## config.mk

```make
export PLATFORM = sky130hd
export DESIGN_NAME = e1_error_counter_bank
export DESIGN_NICKNAME = d
export VERILOG_FILES = /design/src/common/err_count_pkg.sv /design/src/design/e1_error_counter_bank.sv
export SDC_FILE = /design/constraint.sdc
export NUM_CORES = 1
export LEC_CHECK = 0
export ABC_AREA = 1
export BUFFER_PORTS_ARGS = -buffer_cell sky130_fd_sc_hd__buf_2
export CAP_MARGIN = 25
export CORE_MARGIN = 2
export CORE_UTILIZATION = 62
export DETAILED_ROUTE_END_ITERATION = 8
export HOLD_SLACK_MARGIN = 0.08
export PLACE_DENSITY = 0.8
export RECOVER_POWER = 50
export SLEW_MARGIN = 20
export SYNTH_ARGS = -nofsm -noshare
export SYNTH_HDL_FRONTEND = slang
export SYNTH_SLANG_ARGS = --single-unit
```

## constraint.sdc

```tcl
create_clock -name clock_i -period 3.7 [get_ports clock_i]
set_input_delay 0.185 -clock clock_i [delete_from_list [all_inputs] [get_ports clock_i]]
set_output_delay 0.185 -clock clock_i [all_outputs]
set_load 0.05 [all_outputs]
```

## src/common/err_count_pkg.sv

```systemverilog
package err_count_pkg;

   // register offsets
   localparam logic [7:0] VIOLATION_COUNT_HI_ADDR      = 8'h00;
   localparam logic [7:0] VIOLATION_COUNT_LO_ADDR      = 8'h01;
   localparam logic [7:0] FRAMING_CRC_UPPER_ADDR       = 8'h02;
   localparam logic [7:0] CRC_WORD_ERROR_COUNT_LO_ADDR = 8'h03;
   localparam logic [7:0] FRAMING_EBIT_MID_ADDR        = 8'h04;
   localparam logic [7:0] FAR_END_ERROR_COUNT_LO_ADDR  = 8'h05;
   localparam logic [7:0] STATUS_TWO_FLAGS_ADDR        = 8'h07;
   localparam logic [7:0] STATUS2_INTERRUPT_MASK_ADDR  = 8'h17;
   localparam logic [7:0] COMMON_CONTROL_ONE_ADDR      = 8'h18;
   localparam logic [7:0] COMMON_CONTROL_TWO_ADDR      = 8'h19;
   localparam logic [7:0] STATUS_TWO_CLEAR_ADDR        = 8'h1a;

   // field positions
   localparam int CTL1_HDB3_BIT      = 2;  // receive hdb3 decoding on
   localparam int CTL1_CRC4_BIT      = 0;  // crc4 multiframe operation
   localparam int CTL2_INTERVAL_BIT  = 7;  // 1 selects the short interval
   localparam int CTL2_VIOL_TYPE_BIT = 6;  // 1 counts code violations
   localparam int STATUS_TIMER_BIT   = 4;  // interval timer event

   // reset values
   localparam logic [7:0] MASK_RESET   = 8'h00;
   localparam logic [7:0] CTL_RESET    = 8'h00;
   localparam logic [7:0] STATUS_RESET = 8'h00;

   // widths and limits
   localparam int VIOL_W  = 16;
   localparam int CRC_W   = 10;
   localparam int EBIT_W  = 10;
   localparam int FAS_W   = 12;
   localparam int TIMER_W = 25;
   localparam logic [VIOL_W-1:0] VIOL_MAX = 16'hffff;

   // timing
   localparam int CLOCK_PERIOD_NS   = 50;
   localparam int LONG_INTERVAL_NS  = 1000000000;
   localparam int SHORT_INTERVAL_NS = 62500000;
   localparam int LONG_INTERVAL_CYCLES  = LONG_INTERVAL_NS / CLOCK_PERIOD_NS;
   localparam int SHORT_INTERVAL_CYCLES = SHORT_INTERVAL_NS / CLOCK_PERIOD_NS;

endpackage

```

## src/design/e1_error_counter_bank.sv

```systemverilog
`timescale 1ns/1ns
// Operation
// - mask register gates each status-two event
// - counters update each second or 62.5 ms
// - violation count high byte 0x00, low 0x01
// - select 0 counts bipolar violations, skip hdb3
// - select 1 counts code violations
// - violation counter never gated by sync
// - violation counter saturates at 65535
// - crc4 count split across 0x02 and 0x03
// - crc and e-bit stop on fas/crc loss
// - e-bit zero in crc4 mode adds one
// - e-bit count split across 0x04 and 0x05
// - fas count split across 0x02 and 0x04
// - fas counter stops on frame sync loss
// - timer flag each second or 62.5 ms
module e1_error_counter_bank #(
   parameter int LONG_CYCLES  = err_count_pkg::LONG_INTERVAL_CYCLES,
   parameter int SHORT_CYCLES = err_count_pkg::SHORT_INTERVAL_CYCLES
) (
   // clock and reset
   input  wire logic       clock_i,
   input  wire logic       rst_n_i,
   // register port
   input  wire logic [7:0] addr_i,
   input  wire logic [7:0] wdata_i,
   input  wire logic       wr_i,
   input  wire logic       rd_i,
   output logic      [7:0] rdata_o,
   // received line symbols, one strobe per bit time
   input  wire logic       bit_strobe_i,
   input  wire logic       mark_pos_i,
   input  wire logic       mark_neg_i,
   // framer error events
   input  wire logic       crc_error_i,
   input  wire logic       ebit_strobe_i,
   input  wire logic       ebit_value_i,
   input  wire logic       fas_error_i,
   // synchronisation state
   input  wire logic       frame_sync_lost_i,
   input  wire logic       crc_mf_sync_lost_i,
   // other status-two events, bit 4 is ignored
   input  wire logic [7:0] event_i,
   // interrupt
   output logic            irq_o
);

   // register map seen by the host:
   //   0x00 violation count, bits 15..8
   //   0x01 violation count, bits 7..0
   //   0x02 align errors 11..6 above crc errors 9..8
   //   0x03 crc errors 7..0
   //   0x04 align errors 5..0 above far-end errors 9..8
   //   0x05 far-end errors 7..0
   //   0x07 status two, sticky, read only
   //   0x17 status two interrupt mask
   //   0x18 control one, 0x19 control two
   //   0x1a status two clear, write only
   // the count bytes show the last finished interval only;
   // the host has one interval to fetch them before they move

   // violation modes, picked by control two bit 6:
   //   0: count every bipolar violation; with hdb3 receive
   //      decoding on, a violation after two zeros belongs to
   //      a substitution code and is skipped
   //   1: count code violations, a violation whose polarity
   //      matches the previous violation
   // the violation count runs in every sync state and stops
   // at its top value rather than wrapping

   // interval timing: control two bit 7 picks one second or
   // 62.5 ms, counted in receive clock cycles; each tick sets
   // status bit 4, moves all four running counts into the
   // readable totals and restarts the running counts
   // the interrupt is the or of status bits under their mask

   // limits a user must know:
   //   - a count read as two bytes may straddle a boundary, so
   //     the high and low bytes can belong to two intervals;
   //     read soon after the timer interrupt to avoid this
   //   - selecting the short interval while the timer is past
   //     its end gives a tick on the next edge
   //   - events are one-cycle pulses; a longer pulse counts
   //     once for every cycle that it stays high
   //   - marks are only looked at in cycles with the bit strobe
   //   - an event in the cycle of a status clear stays set,
   //     so no event is lost
   //   - unmapped offsets and the clear register read zero
   //   - writes to read-only offsets are ignored

   // whole state of the block
   typedef struct packed {

      // interval timer
      logic [err_count_pkg::TIMER_W-1:0] timer;

      // counts of the open interval
      logic [err_count_pkg::VIOL_W-1:0]  viol_run;
      logic [err_count_pkg::CRC_W-1:0]   crc_run;
      logic [err_count_pkg::EBIT_W-1:0]  ebit_run;
      logic [err_count_pkg::FAS_W-1:0]   fas_run;

      // totals of the last finished interval
      logic [err_count_pkg::VIOL_W-1:0]  viol_hold;
      logic [err_count_pkg::CRC_W-1:0]   crc_hold;
      logic [err_count_pkg::EBIT_W-1:0]  ebit_hold;
      logic [err_count_pkg::FAS_W-1:0]   fas_hold;

      // line history for violation detection
      logic                              seen_mark;
      logic                              last_pol;
      logic [1:0]                        zeros;
      logic                              seen_bpv;
      logic                              last_bpv_pol;

      // host registers
      logic [7:0]                        mask;
      logic [7:0]                        ctl1;
      logic [7:0]                        ctl2;
      logic [7:0]                        status;

      // read data stage
      logic [7:0]                        rdata;
   } state_t;

   state_t state_r;
   state_t state_nxt;

   // count step that starts afresh at a boundary
   // a tick drops the old running value, so an event in the
   // tick cycle becomes the first count of the new interval;
   // the limit stops the step, giving saturation instead of a
   // wrap; the narrow counters pass their full range as limit,
   // which they cannot reach within one interval
   function automatic logic [15:0] step16(
      input logic [15:0] cur,
      input logic        tick,
      input logic        inc,
      input logic [15:0] lim
   );
      logic [15:0] base;
      // restart from zero on a tick
      base = tick ? 16'h0000 : cur;
      // step unless already at the limit
      if (inc && (base != lim)) begin
         step16 = base + 16'h0001;
      end else begin
         step16 = base;
      end
   endfunction

   // read multiplexer
   // two bytes are shared: the align error count fills the
   // upper six bits at 0x02 and 0x04, the crc and far-end
   // counts their two low bits; nothing is latched between
   // bytes, the held totals only move at a boundary
   // the read uses the registered state, so a write in the
   // cycle before a read is already visible
   function automatic logic [7:0] read_mux(
      input state_t    s,
      input logic [7:0] a
   );
      // plain address compare, one branch per byte
      if (a == err_count_pkg::VIOLATION_COUNT_HI_ADDR) begin
         read_mux = s.viol_hold[15:8];
      end else if (a == err_count_pkg::VIOLATION_COUNT_LO_ADDR) begin
         read_mux = s.viol_hold[7:0];
      end else if (a == err_count_pkg::FRAMING_CRC_UPPER_ADDR) begin
         read_mux = {s.fas_hold[11:6], s.crc_hold[9:8]};
      end else if (a == err_count_pkg::CRC_WORD_ERROR_COUNT_LO_ADDR) begin
         read_mux = s.crc_hold[7:0];
      end else if (a == err_count_pkg::FRAMING_EBIT_MID_ADDR) begin
         read_mux = {s.fas_hold[5:0], s.ebit_hold[9:8]};
      end else if (a == err_count_pkg::FAR_END_ERROR_COUNT_LO_ADDR) begin
         read_mux = s.ebit_hold[7:0];
      end else if (a == err_count_pkg::STATUS_TWO_FLAGS_ADDR) begin
         read_mux = s.status;
      end else if (a == err_count_pkg::STATUS2_INTERRUPT_MASK_ADDR) begin
         read_mux = s.mask;
      end else if (a == err_count_pkg::COMMON_CONTROL_ONE_ADDR) begin
         read_mux = s.ctl1;
      end else if (a == err_count_pkg::COMMON_CONTROL_TWO_ADDR) begin
         read_mux = s.ctl2;
      end else begin
         read_mux = 8'h00; // unmapped and write-only read zero
      end
   endfunction

   // interval lengths at the timer width
   // the timer counts from zero, so the last value is one less
   localparam logic [err_count_pkg::TIMER_W-1:0] LONG_LAST =
      err_count_pkg::TIMER_W'(LONG_CYCLES - 1);
   localparam logic [err_count_pkg::TIMER_W-1:0] SHORT_LAST =
      err_count_pkg::TIMER_W'(SHORT_CYCLES - 1);

   // next-state logic
   always_comb begin
      // working values, all given a default first
      logic [err_count_pkg::TIMER_W-1:0] last;
      logic                              tick;
      logic                              mark;
      logic                              pol;
      logic                              bpv;
      logic                              hdb3_sub;
      logic                              viol_inc;
      logic                              crc_ok;
      logic                              crc_inc;
      logic                              ebit_inc;
      logic                              fas_inc;
      logic [7:0]                        set;
      logic [7:0]                        clr;
      logic [15:0]                       tmp;
      // defaults keep every path assigned
      last     = SHORT_LAST;
      tick     = 1'b0;
      mark     = 1'b0;
      pol      = 1'b0;
      bpv      = 1'b0;
      hdb3_sub = 1'b0;
      viol_inc = 1'b0;
      crc_ok   = 1'b0;
      crc_inc  = 1'b0;
      ebit_inc = 1'b0;
      fas_inc  = 1'b0;
      set      = 8'h00;
      clr      = 8'h00;
      tmp      = 16'h0000;
      // hold every field unless a branch below moves it
      state_nxt = state_r;

      // interval timer on the receive clock
      // the compare is >= so that a switch to the short interval
      // while the timer is already past its end ticks at once
      // instead of running round the whole counter
      if (state_r.ctl2[err_count_pkg::CTL2_INTERVAL_BIT]) begin
         last = SHORT_LAST;
      end else begin
         last = LONG_LAST;
      end
      if (state_r.timer >= last) begin
         tick = 1'b1;
         state_nxt.timer = '0;
      end else begin
         state_nxt.timer = state_r.timer + 1'b1;
      end

      // line symbol tracking for violations
      // a mark is one rail high; both or neither is a zero
      // the zero run saturates at two, enough for the
      // substitution test below
      // a violation is a mark of the same polarity as the
      // previous mark, whatever lies between them
      mark = mark_pos_i ^ mark_neg_i;
      pol  = mark_pos_i;
      if (bit_strobe_i) begin
         if (mark) begin
            bpv = state_r.seen_mark && (pol == state_r.last_pol);
            // a violation after two zeros is an hdb3 substitution
            hdb3_sub = state_r.ctl1[err_count_pkg::CTL1_HDB3_BIT] &&
                       (state_r.zeros == 2'h2);
            state_nxt.seen_mark = 1'b1;
            state_nxt.last_pol  = pol;
            state_nxt.zeros     = 2'h0;
         end else if (state_r.zeros != 2'h2) begin
            state_nxt.zeros = state_r.zeros + 2'h1;
         end
      end
      // select between plain violations and code violations;
      // the polarity of every violation is kept for the second
      if (state_r.ctl2[err_count_pkg::CTL2_VIOL_TYPE_BIT]) begin
         // code violation: bpv with the same polarity as the last bpv
         viol_inc = bpv && state_r.seen_bpv &&
                    (pol == state_r.last_bpv_pol);
      end else begin
         viol_inc = bpv && !hdb3_sub;
      end
      if (bpv) begin
         state_nxt.seen_bpv     = 1'b1;
         state_nxt.last_bpv_pol = pol;
      end

      // sync gating of the framing counters
      // the crc and far-end counts need frame and crc multiframe
      // sync; the align word count only needs frame sync; a loss
      // of signalling multiframe sync gates none of them
      // far-end bits only count in crc4 multiframe operation
      crc_ok   = !frame_sync_lost_i && !crc_mf_sync_lost_i;
      crc_inc  = crc_error_i && crc_ok;
      ebit_inc = ebit_strobe_i && !ebit_value_i && crc_ok &&
                 state_r.ctl1[err_count_pkg::CTL1_CRC4_BIT];
      fas_inc  = fas_error_i && !frame_sync_lost_i;

      // running counts, violation count ungated and saturating
      // crc and far-end counts cannot pass 1000 per second and
      // align errors 4000, so their limits are never reached
      state_nxt.viol_run = step16(state_r.viol_run, tick, viol_inc,
                                  err_count_pkg::VIOL_MAX);
      tmp = step16({6'h00, state_r.crc_run}, tick, crc_inc, 16'h03ff);
      state_nxt.crc_run = tmp[9:0];
      tmp = step16({6'h00, state_r.ebit_run}, tick, ebit_inc, 16'h03ff);
      state_nxt.ebit_run = tmp[9:0];
      tmp = step16({4'h0, state_r.fas_run}, tick, fas_inc, 16'h0fff);
      state_nxt.fas_run = tmp[11:0];

      // boundary copies the finished interval
      // the held totals are taken from the registered running
      // counts, so the event of the tick cycle goes to the new
      // interval and is never lost or counted twice
      if (tick) begin
         state_nxt.viol_hold = state_r.viol_run;
         state_nxt.crc_hold  = state_r.crc_run;
         state_nxt.ebit_hold = state_r.ebit_run;
         state_nxt.fas_hold  = state_r.fas_run;
      end

      // control writes
      // writes to the count bytes and to status are ignored;
      // the clear register only exists as a write strobe
      if (wr_i) begin
         if (addr_i == err_count_pkg::STATUS2_INTERRUPT_MASK_ADDR) begin
            state_nxt.mask = wdata_i;
         end else if (addr_i == err_count_pkg::COMMON_CONTROL_ONE_ADDR) begin
            state_nxt.ctl1 = wdata_i;
         end else if (addr_i == err_count_pkg::COMMON_CONTROL_TWO_ADDR) begin
            state_nxt.ctl2 = wdata_i;
         end else if (addr_i == err_count_pkg::STATUS_TWO_CLEAR_ADDR) begin
            clr = wdata_i;
         end
      end

      // sticky status, a new event beats a clear
      // bit 4 of the event input is replaced by the timer tick
      // so that only the internal timer can raise it
      set = event_i;
      set[err_count_pkg::STATUS_TIMER_BIT] = tick;
      state_nxt.status = (state_r.status & ~clr) | set;

      // read data stands the cycle after the strobe only
      // a zero outside the read slot keeps the bus quiet
      if (rd_i) begin
         state_nxt.rdata = read_mux(state_r, addr_i);
      end else begin
         state_nxt.rdata = 8'h00;
      end
   end

   // state register
   // every field clears on reset: all counts, the mask, both
   // control bytes and the sticky status start at zero
   always_ff @(posedge clock_i or negedge rst_n_i) begin
      if (!rst_n_i) begin
         state_r              <= '0;
         state_r.mask         <= err_count_pkg::MASK_RESET;
         state_r.ctl1         <= err_count_pkg::CTL_RESET;
         state_r.ctl2         <= err_count_pkg::CTL_RESET;
         state_r.status       <= err_count_pkg::STATUS_RESET;
      end else begin
         // the next state is taken whole on every edge
         state_r <= state_nxt;
      end
   end

   // outputs
   // read data comes straight from a flip-flop; the interrupt
   // is a level that follows status and mask after each edge
   // and drops only after a clear or a mask write
   assign rdata_o = state_r.rdata;
   assign irq_o   = |(state_r.status & state_r.mask);

endmodule // e1_error_counter_bank

```

==> results.md, run 1 <==
* Main synth FF type: dfrtp_1
* Class of the tightest hold or removal check: input port to register
* Largest net degree at the start of global routing at 107
* Vias per cell at 5.59
* Clock-pin slew of the registers on the worst-case setup and hold paths at 60 ps
* Clock H-tree levels at 4
* Vias after detailed routing at 8,285
* Layout cells sized above 1 at 0.0955
* Core area at 14,600 um2
* DRC violation total after the first TritonRoute iteration at 774
* Net switching power of the design at 1.12 mW
* Startpoint of the most critical hold path: wdata_i[6]
* Transition at the pin with the smallest max-transition slack at 1890 ps
* Met1 GRT Util at 0.418
* Number of cell instances on the worst register-to-register path at 21
* Yosys warning count at 0
* Post-route clock skew at 7.64 ps
* Master of the slowest instance on the critical path: dfrtp_2
* Sequential cell area fraction in the yosys report at 0.451
* Unrepaired setup endpoints after global routing: no
* DP HPWL at 15,400 um
* Violated checks: capacitance limit, slew limit
* Chip Width at 126 um
* Number of CTS-inserted buffers at 17
* Post-layout worst setup margin at 302 ps
* Signal arrival time at the worst endpoint at 3770 ps
* Net Count, Synth at 1,289
* Top cell by count, worst path: nand2_1
* Routed wirelength normalized by instance count at 15.0 um
* Cell breakdown of the critical path: inv_1 > ha_1 > nand2_1 > inv_1 > nand2_1 > nor2_1 > nand2_1 > nor2_1 > nor2_4 > buf_4 > nand4_1 > inv_1 > ha_1 > nand2_1 > inv_1 > nand2_1 > nor2_2 > nand2_1 > nand2_2 > nand2_1 > nand2_1
* Worst Hold Endpoint: state_r[30]$_DFFE_PN0P_
* Longest individual stage delay on the worst path at 490 ps
* First-pass GRT wire length at 37,600 um
* Cell Area, Placed at 9610 um2
* Area of the mapped netlist at 9260 um2
* Final hold viol count at 0
* Busiest layer in global routing: met2
* Area share of the largest cell type after synthesis at 0.451
* Switching portion of total power at 0.261
* FF+latch count, synth at 167
* Number of nets with antenna violations after detailed routing at 0
* Clock share of power at 0.412
* Number of nets in the layout at 1,340
* Maximum frequency from static timing analysis at 0.294 GHz
* Time the final worst path needs with I/O delays and setup at 3400 ps
* Total detailed-routing wirelength at 22,200 um
* Mean instance size in the synthesized netlist at 7.49 um2
* Power Internal at 3.18 mW
* Final design area excluding fillers at 10,300 um2
* DRC viols at 0
* Chip Height at 126 um
* Leakage power of the design at 5.13 nW
* Worst R2R Start: state_r[23]$_DFFE_PN0P_
* Type of the worst setup path: register to register
* Final-report setup violation count at 0
* Fraction of the cycle the final worst path needs at 0.918
* Status: finished, violations left
* Slew Limit Fails at 130
* Setup TNS Final at 0 ps
* Library cell occupying the most area in the post-synthesis netlist: dfrtp_1
* Total inserted antenna cells at 0
* Max-slew headroom at -0.261
* Starting Density at 0.635
* Design Power at 4.30 mW
* Fill cell instance count of the final layout at 1,161
* Number of synthesized flops with an enable pin at 0
* Required time of the worst setup path at 4070 ps
* Sequential cell fraction of total power at 0.461
* Post-Synthesis Cells at 1,236
* Kind of end point of the critical path: register
* Total area of multi-input combinational cells at 4330 um2
* Number of maximum-capacitance constraint violations at 2
* Top Ports at 46
* Worst reg2reg path endpoint: state_r[134]$_DFF_PN0_
* Weighted congestion reported at the end of routability-driven placement at 0.889
* Cell depth of the worst min-delay path at 3
* Count of cell types in the netlist at 43
* Number of antenna violations at the first check in global routing at 0
* Max Buffers Root-to-Sink at 2
* IR drop worst, VDD at 336 uV
* Clock insertion delay at the later pin of the skew report at 430 ps
* Logic gate share of total power at 0.127
* Worst-path fanout max at 14
* TritonCTS clock tree: built
* Pre-antenna DRT Iters at 5
* Power density relative to cell area at 417 nW/um2
* Type of origin of the critical path: register
* Layout Area Growth over Synthesis at 11.3%
* Die ar. at 15,900 um2
* Count of input and output buffers at 44
* Proportion of register bits with asynchronous set or reset after synthesis at 1.00
* R2R Setup Slk at 300 ps
* Clock tree sinks at 167
* Largest cells by area after synthesis: dfrtp_1, nand2_1, inv_1
* Tot GR Track Use at 0.291
* Total congestion overflow at 0
* Clock root cell: clkbuf_16
* Global-route track usage on met2 at 0.461
* Vias in the first global route at 7,942
* Met3 track demand over resource in global routing at 0.0514
* Seq. cell area at 4180 um2
* Pre-CTS WS at 249 ps
* Std cell rows at 44
==> worst max path at each step <==
| stage | startpoint | to | slack (ps) | cells after the start |
|---|---|---|---|---|
| floorplan | state_r[23]$_DFFE_PN0P_ | state_r[122]$_DFF_PN0_ | 450 | 24 |
| global placement | state_r[23]$_DFFE_PN0P_ | state_r[113]$_DFF_PN0_ | 320 | 20 |
| detailed placement | state_r[23]$_DFFE_PN0P_ | state_r[112]$_DFF_PN0_ | 250 | 20 |
| CTS | state_r[23]$_DFFE_PN0P_ | state_r[134]$_DFF_PN0_ | 210 | 21 |
| global route | state_r[23]$_DFFE_PN0P_ | state_r[139]$_DFF_PN0_ | 4 | 21 |
| finish | state_r[23]$_DFFE_PN0P_ | state_r[134]$_DFF_PN0_ | 300 | 21 |
==> cells in the mapped netlist (all sizes together) (16+ instances only) <==
library cell and instances:
a21oi 37, buf 23, dfrtp 167, ha 16
inv 141, nand2 407, nand3 56, nand4 37
nor2 148, nor3 17, o21ai 88, xor2 28
==> metal layers <==
metal	share of wire	up-vias
met1	0.45	3913
met2	0.47	297
li1	-	4030
met3	0.064	45
met5	0	-
met4	0.021	0
==> what timing repair did <==
action	4_1_cts	5_1_grt
gates resized for setup	0	2
endpoints found under the setup margin	0	37
buffers inserted	0	0
hold buffers	13	0
endpoints found under the hold margin	124	0
==> layout make-up <==
| class | instances | area share |
|---|---|---|
| clock buffers | 20 | 0.0433 |
| repair buffers | 70 | 0.0445 |
| well taps | 184 | 0.0223 |
| clock inverters | 10 | 0.0126 |
| multi-input cells | 889 | 0.420 |
| flip-flops and latches | 167 | 0.406 |
| inverters | 142 | 0.0517 |
==> kinds of logic (layout without fill, tap and decap cells) <==
group,Yosys count,count (layout),synth area share
AO/OA/AOI/OAI,156,156,0.0957
buffers and inverters,180,242,0.0819
flip-flops,167,167,0.451
adder cells (fa/ha/maj),16,16,0.0216
XOR/XNOR,42,42,0.0405
AND/OR/NAND/NOR,675,675,0.309
==> layout by cell type, fill, tap and decap left out, drive strengths merged, types with 2 or more instances in the layout <==
cell,synthesis,final
nand2,407,407
clkinvlp,0,2
o211ai,3,3
o21ai,88,88
inv,141,141
or2,3,3
ha,16,16
nand3b,3,3
xnor2,14,14
dlygate4sd3,0,13
a221oi,2,2
nor3,17,17
dfrtp,167,167
bufinv,0,3
xor2,28,28
clkinv,1,6
nor4,2,2
nor2,148,148
a21oi,37,37
o21bai,5,5
nand4,37,37
a31oi,3,3
buf,23,52
clkbuf,15,24
nand3,56,56
o31ai,13,13
==> sequential cells by signal, indices dropped and copies added, names as in the netlist <==
name,flops
rdata_o,8
state_r,159
==> critical path: cells and delay by family (launching register included) <==
family / cells / cell delay, ps
fa+ha+maj: 2 / 520
buf+inv: 5 / 640
flops: 1 / 490
simple gates: 14 / 1700
==> stage by stage <==
step	utilization	instances	hold WS, ps
2_1_floorplan	-	1236	-111
3_3_place_gp	0.659	1438	354
3_5_place_dp	0.659	1438	361
4_1_cts	0.707	1481	82.0
5_1_grt	0.707	1482	113
6_report	0.707	1482	79.4
==> power groups by stage <==
stage	combinational [mW]	sequential, mW	clock [mW]
final	0.545	1.98	1.77
after global placement	0.515	2.01	0
after global routing	0.623	1.99	1.85
after CTS	0.550	1.98	1.79
after detailed placement	0.530	2.01	0
after floorplan	0.380	2.00	0
(Power assumes the default switching activity.)
==> inputs of run 2 (changes only) <==
--- a/config.mk
+++ b/config.mk
@@ -14,6 +14,7 @@
 export HOLD_SLACK_MARGIN = 0.08
 export PLACE_DENSITY = 0.8
 export RECOVER_POWER = 50
+export REMOVE_ABC_BUFFERS = 1
 export SLEW_MARGIN = 20
 export SYNTH_ARGS = -nofsm -noshare
 export SYNTH_HDL_FRONTEND = slang
==> run 2 against run 1 <==
The flow still finishes with violations (capacitance limit, slew limit); non-clock buffer count is 4 higher; combinational power barely moved; worst setup slack better by 110 ps; cell count is 0.34% higher; final area increased by 0.36%; utilization increased by 0.26 points; critical path type unchanged; critical endpoint is now state_r[99]$_DFF_PN0_; highest routed layer is now met5.
==> results.md, run 2 (same netlist as run 1, synthesis figures left out) <==
* Final hold viol count at 0 (unchanged)
* Vias after detailed routing at 8,231 (-0.65%)
* Class of the tightest hold or removal check: input port to register
* Type of the worst setup path: register to register
* Seq. cell area at 4180 um2 (about the same)
* Setup TNS Final at 0 ps (unchanged)
* Power density relative to cell area at 415 nW/um2 (-0.40%)
* Fill cell instance count of the final layout at 1,139 (-1.9%)
* Design Power at 4.30 mW (about the same)
* Number of antenna violations at the first check in global routing at 2 (+2)
* Starting Density at 0.635 (unchanged)
* Required time of the worst setup path at 4020 ps (-50 ps)
* Max Buffers Root-to-Sink at 2 (unchanged)
* Maximum frequency from static timing analysis at 0.304 GHz (+3.2%)
* First-pass GRT wire length at 36,900 um (-1.8%)
* Layout Area Growth over Synthesis at 11.7%
* Vias in the first global route at 7,770 (-2.2%)
* Violated checks: capacitance limit, slew limit
* Unrepaired setup endpoints after global routing: no
* Top Ports at 46 (unchanged)
* Util after Layout at 0.709 (+0.00257)
* Number of nets with antenna violations after detailed routing at 0 (unchanged)
* Pre-antenna DRT Iters at 6 (+1)
* Count of input and output buffers at 44 (unchanged)
* Post-route clock skew at 12.8 ps (+5.13 ps)
* Transition at the pin with the smallest max-transition slack at 2240 ps (+347 ps)
* Kind of end point of the critical path: register
* Number of maximum-capacitance constraint violations at 1 (-1)
* Largest net degree at the start of global routing at 95 (-11%)
* Fraction of the cycle the final worst path needs at 0.890 (-0.0287)
* Clock share of power at 0.411 (about the same)
* Number of CTS-inserted buffers at 17 (unchanged)
* Number of cell instances on the worst register-to-register path at 21 (unchanged)
* Clock H-tree levels at 4 (unchanged)
* Chip Width at 126 um (unchanged)
* Number of nets in the layout at 1,344 (+0.30%)
* Commonest cells after routing, fill and taps aside: nand2_1, dfrtp_1, inv_1
* Clock-pin slew of the registers on the worst-case setup and hold paths at 70 ps (about the same)
* Vias per cell at 5.54 (-0.99%)
* DRC viols at 0 (unchanged)
* Total inserted antenna cells at 0 (unchanged)
* Chip Height at 126 um (unchanged)
* Total area of multi-input combinational cells at 4330 um2 (unchanged)
* Logic gate share of total power at 0.127 (about the same)
* Signal arrival time at the worst endpoint at 3610 ps (-160 ps)
* Clock insertion delay at the later pin of the skew report at 440 ps (about the same)
* Clock root cell: clkbuf_16
* Number of flip-flops under the largest register name at 159 (unchanged)
* TritonCTS clock tree: built
* Net switching power of the design at 1.16 mW (+3.5%)
* Max-slew headroom at -0.490 (-0.229)
* Slew Limit Fails at 95 (-27%)
* Core area at 14,600 um2 (unchanged)
* Leakage power of the design at 5.13 nW (-0.12%)
* Weighted congestion reported at the end of routability-driven placement at 0.904 (+1.8%)
* Tot GR Track Use at 0.288 (-0.00346)
* WHS at 83.7 ps (+4.34 ps)
* Std cell rows at 44 (unchanged)
* Number of hold-repair buffers added at the cts stage at 13 (unchanged)
* Register with the most flip-flops: state_r
* Type of origin of the critical path: register
* Sequential cell fraction of total power at 0.462 (about the same)
* Cts repair resizes at 0 (unchanged)
* Pre-CTS WS at 454 ps (+204 ps)
* Total congestion overflow at 0 (unchanged)
* Total setup buffers inserted after CTS at 0 (unchanged)
* IR drop worst, VDD at 355 uV (+5.7%)
* Switching portion of total power at 0.270 (+0.00927)
* Final-report setup violation count at 0 (unchanged)
* Routed wirelength normalized by instance count at 14.7 um (-2.0%)
* Worst-path fanout max at 9 (-5)
* Layout cells sized above 1 at 0.0959 (+0.000401)
* Clock tree sinks at 167 (unchanged)
* Time the final worst path needs with I/O delays and setup at 3290 ps (-106 ps)
* DP HPWL at 15,400 um (about the same)
* Total detailed-routing wirelength at 21,800 um (-1.6%)
* Post-layout worst setup margin at 408 ps (+106 ps)
* Die ar. at 15,900 um2 (unchanged)
* Power Internal at 3.14 mW (-1.3%)
* DRC violation total after the first TritonRoute iteration at 890 (+15%)
* Cell depth of the worst min-delay path at 4 (+1)
* Leading cell type in the layout, fill and taps excluded: nand2_1
* Status: finished, violations left
run 2: cell types whose count changed in the layout (fill, tap and decap cells not counted), moves of 4 or more:
cell and change:
clkbuf_1 +4, clkinv_2 -4, buf_2 -8, buf_4 +6, inv_6 +5
run 2: layout make-up:
type                       instances  area share
clock buffer                      19      0.0428
clock inverter                    12      0.0135
inverter                         142      0.0515
multi-input combinational        889       0.418
sequential                       167       0.404
tap                              184      0.0223
timing repair buffer              74      0.0475
run 2: through the flow:
stage	cells	instance area, um2
finish	1487	10300
floorplan	1198	9030
global placement	1443	9660
detailed placement	1443	9660
CTS	1487	10400
global route	1487	10300
run 2: power by group through the flow:
stage	registers (mW)	clock network, mW	logic, mW
after global routing	1.99	1.85	0.636
after global placement	2.01	0	0.518
final	1.98	1.77	0.547
after CTS	1.98	1.77	0.551
after floorplan	2.00	0	0.369
after detailed placement	2.01	0	0.534
run 2: routing by layer:
metal / vias up / wire length (um) / GRT usage
met1: 3874 / 9440 / 0.375
met2: 249 / 10700 / 0.489
met5: - / 27 / 0
met4: 4 / 516 / 0.0924
li1: 4048 / - / -
met3: 56 / 1170 / 0.0548
run 2: final timing paths:
check / slack (ps) / start / to
hold reg to reg: 460 / state_r[45]$_DFFE_PN0P_ / state_r[45]$_DFFE_PN0P_
setup / recovery: 410 / state_r[23]$_DFFE_PN0P_ / state_r[99]$_DFF_PN0_
max in group asynchronous: 650 / rst_n_i / state_r[76]$_DFFE_PN0P_
hold / removal: 80 / frame_sync_lost_i / state_r[104]$_DFF_PN0_
min in group asynchronous: 930 / rst_n_i / state_r[159]$_DFF_PN0_
setup reg to reg: 410 / state_r[23]$_DFFE_PN0P_ / state_r[99]$_DFF_PN0_
run 2: critical path, cell delays in order (launching register included):
cell,delay [ps]
dfrtp_1,470
inv_1,160
ha_1,320
nand2_1,80
inv_1,40
nand2_1,60
nor2_2,50
nand2_1,50
nor2_1,40
nand2_2,170
inv_1,110
nor2_4,190
nand2_1,170
inv_1,90
ha_1,170
nand2_1,70
nor2_2,240
nand3_1,170
nand2_1,230
inv_2,130
nand2_1,90
nand2_1,50
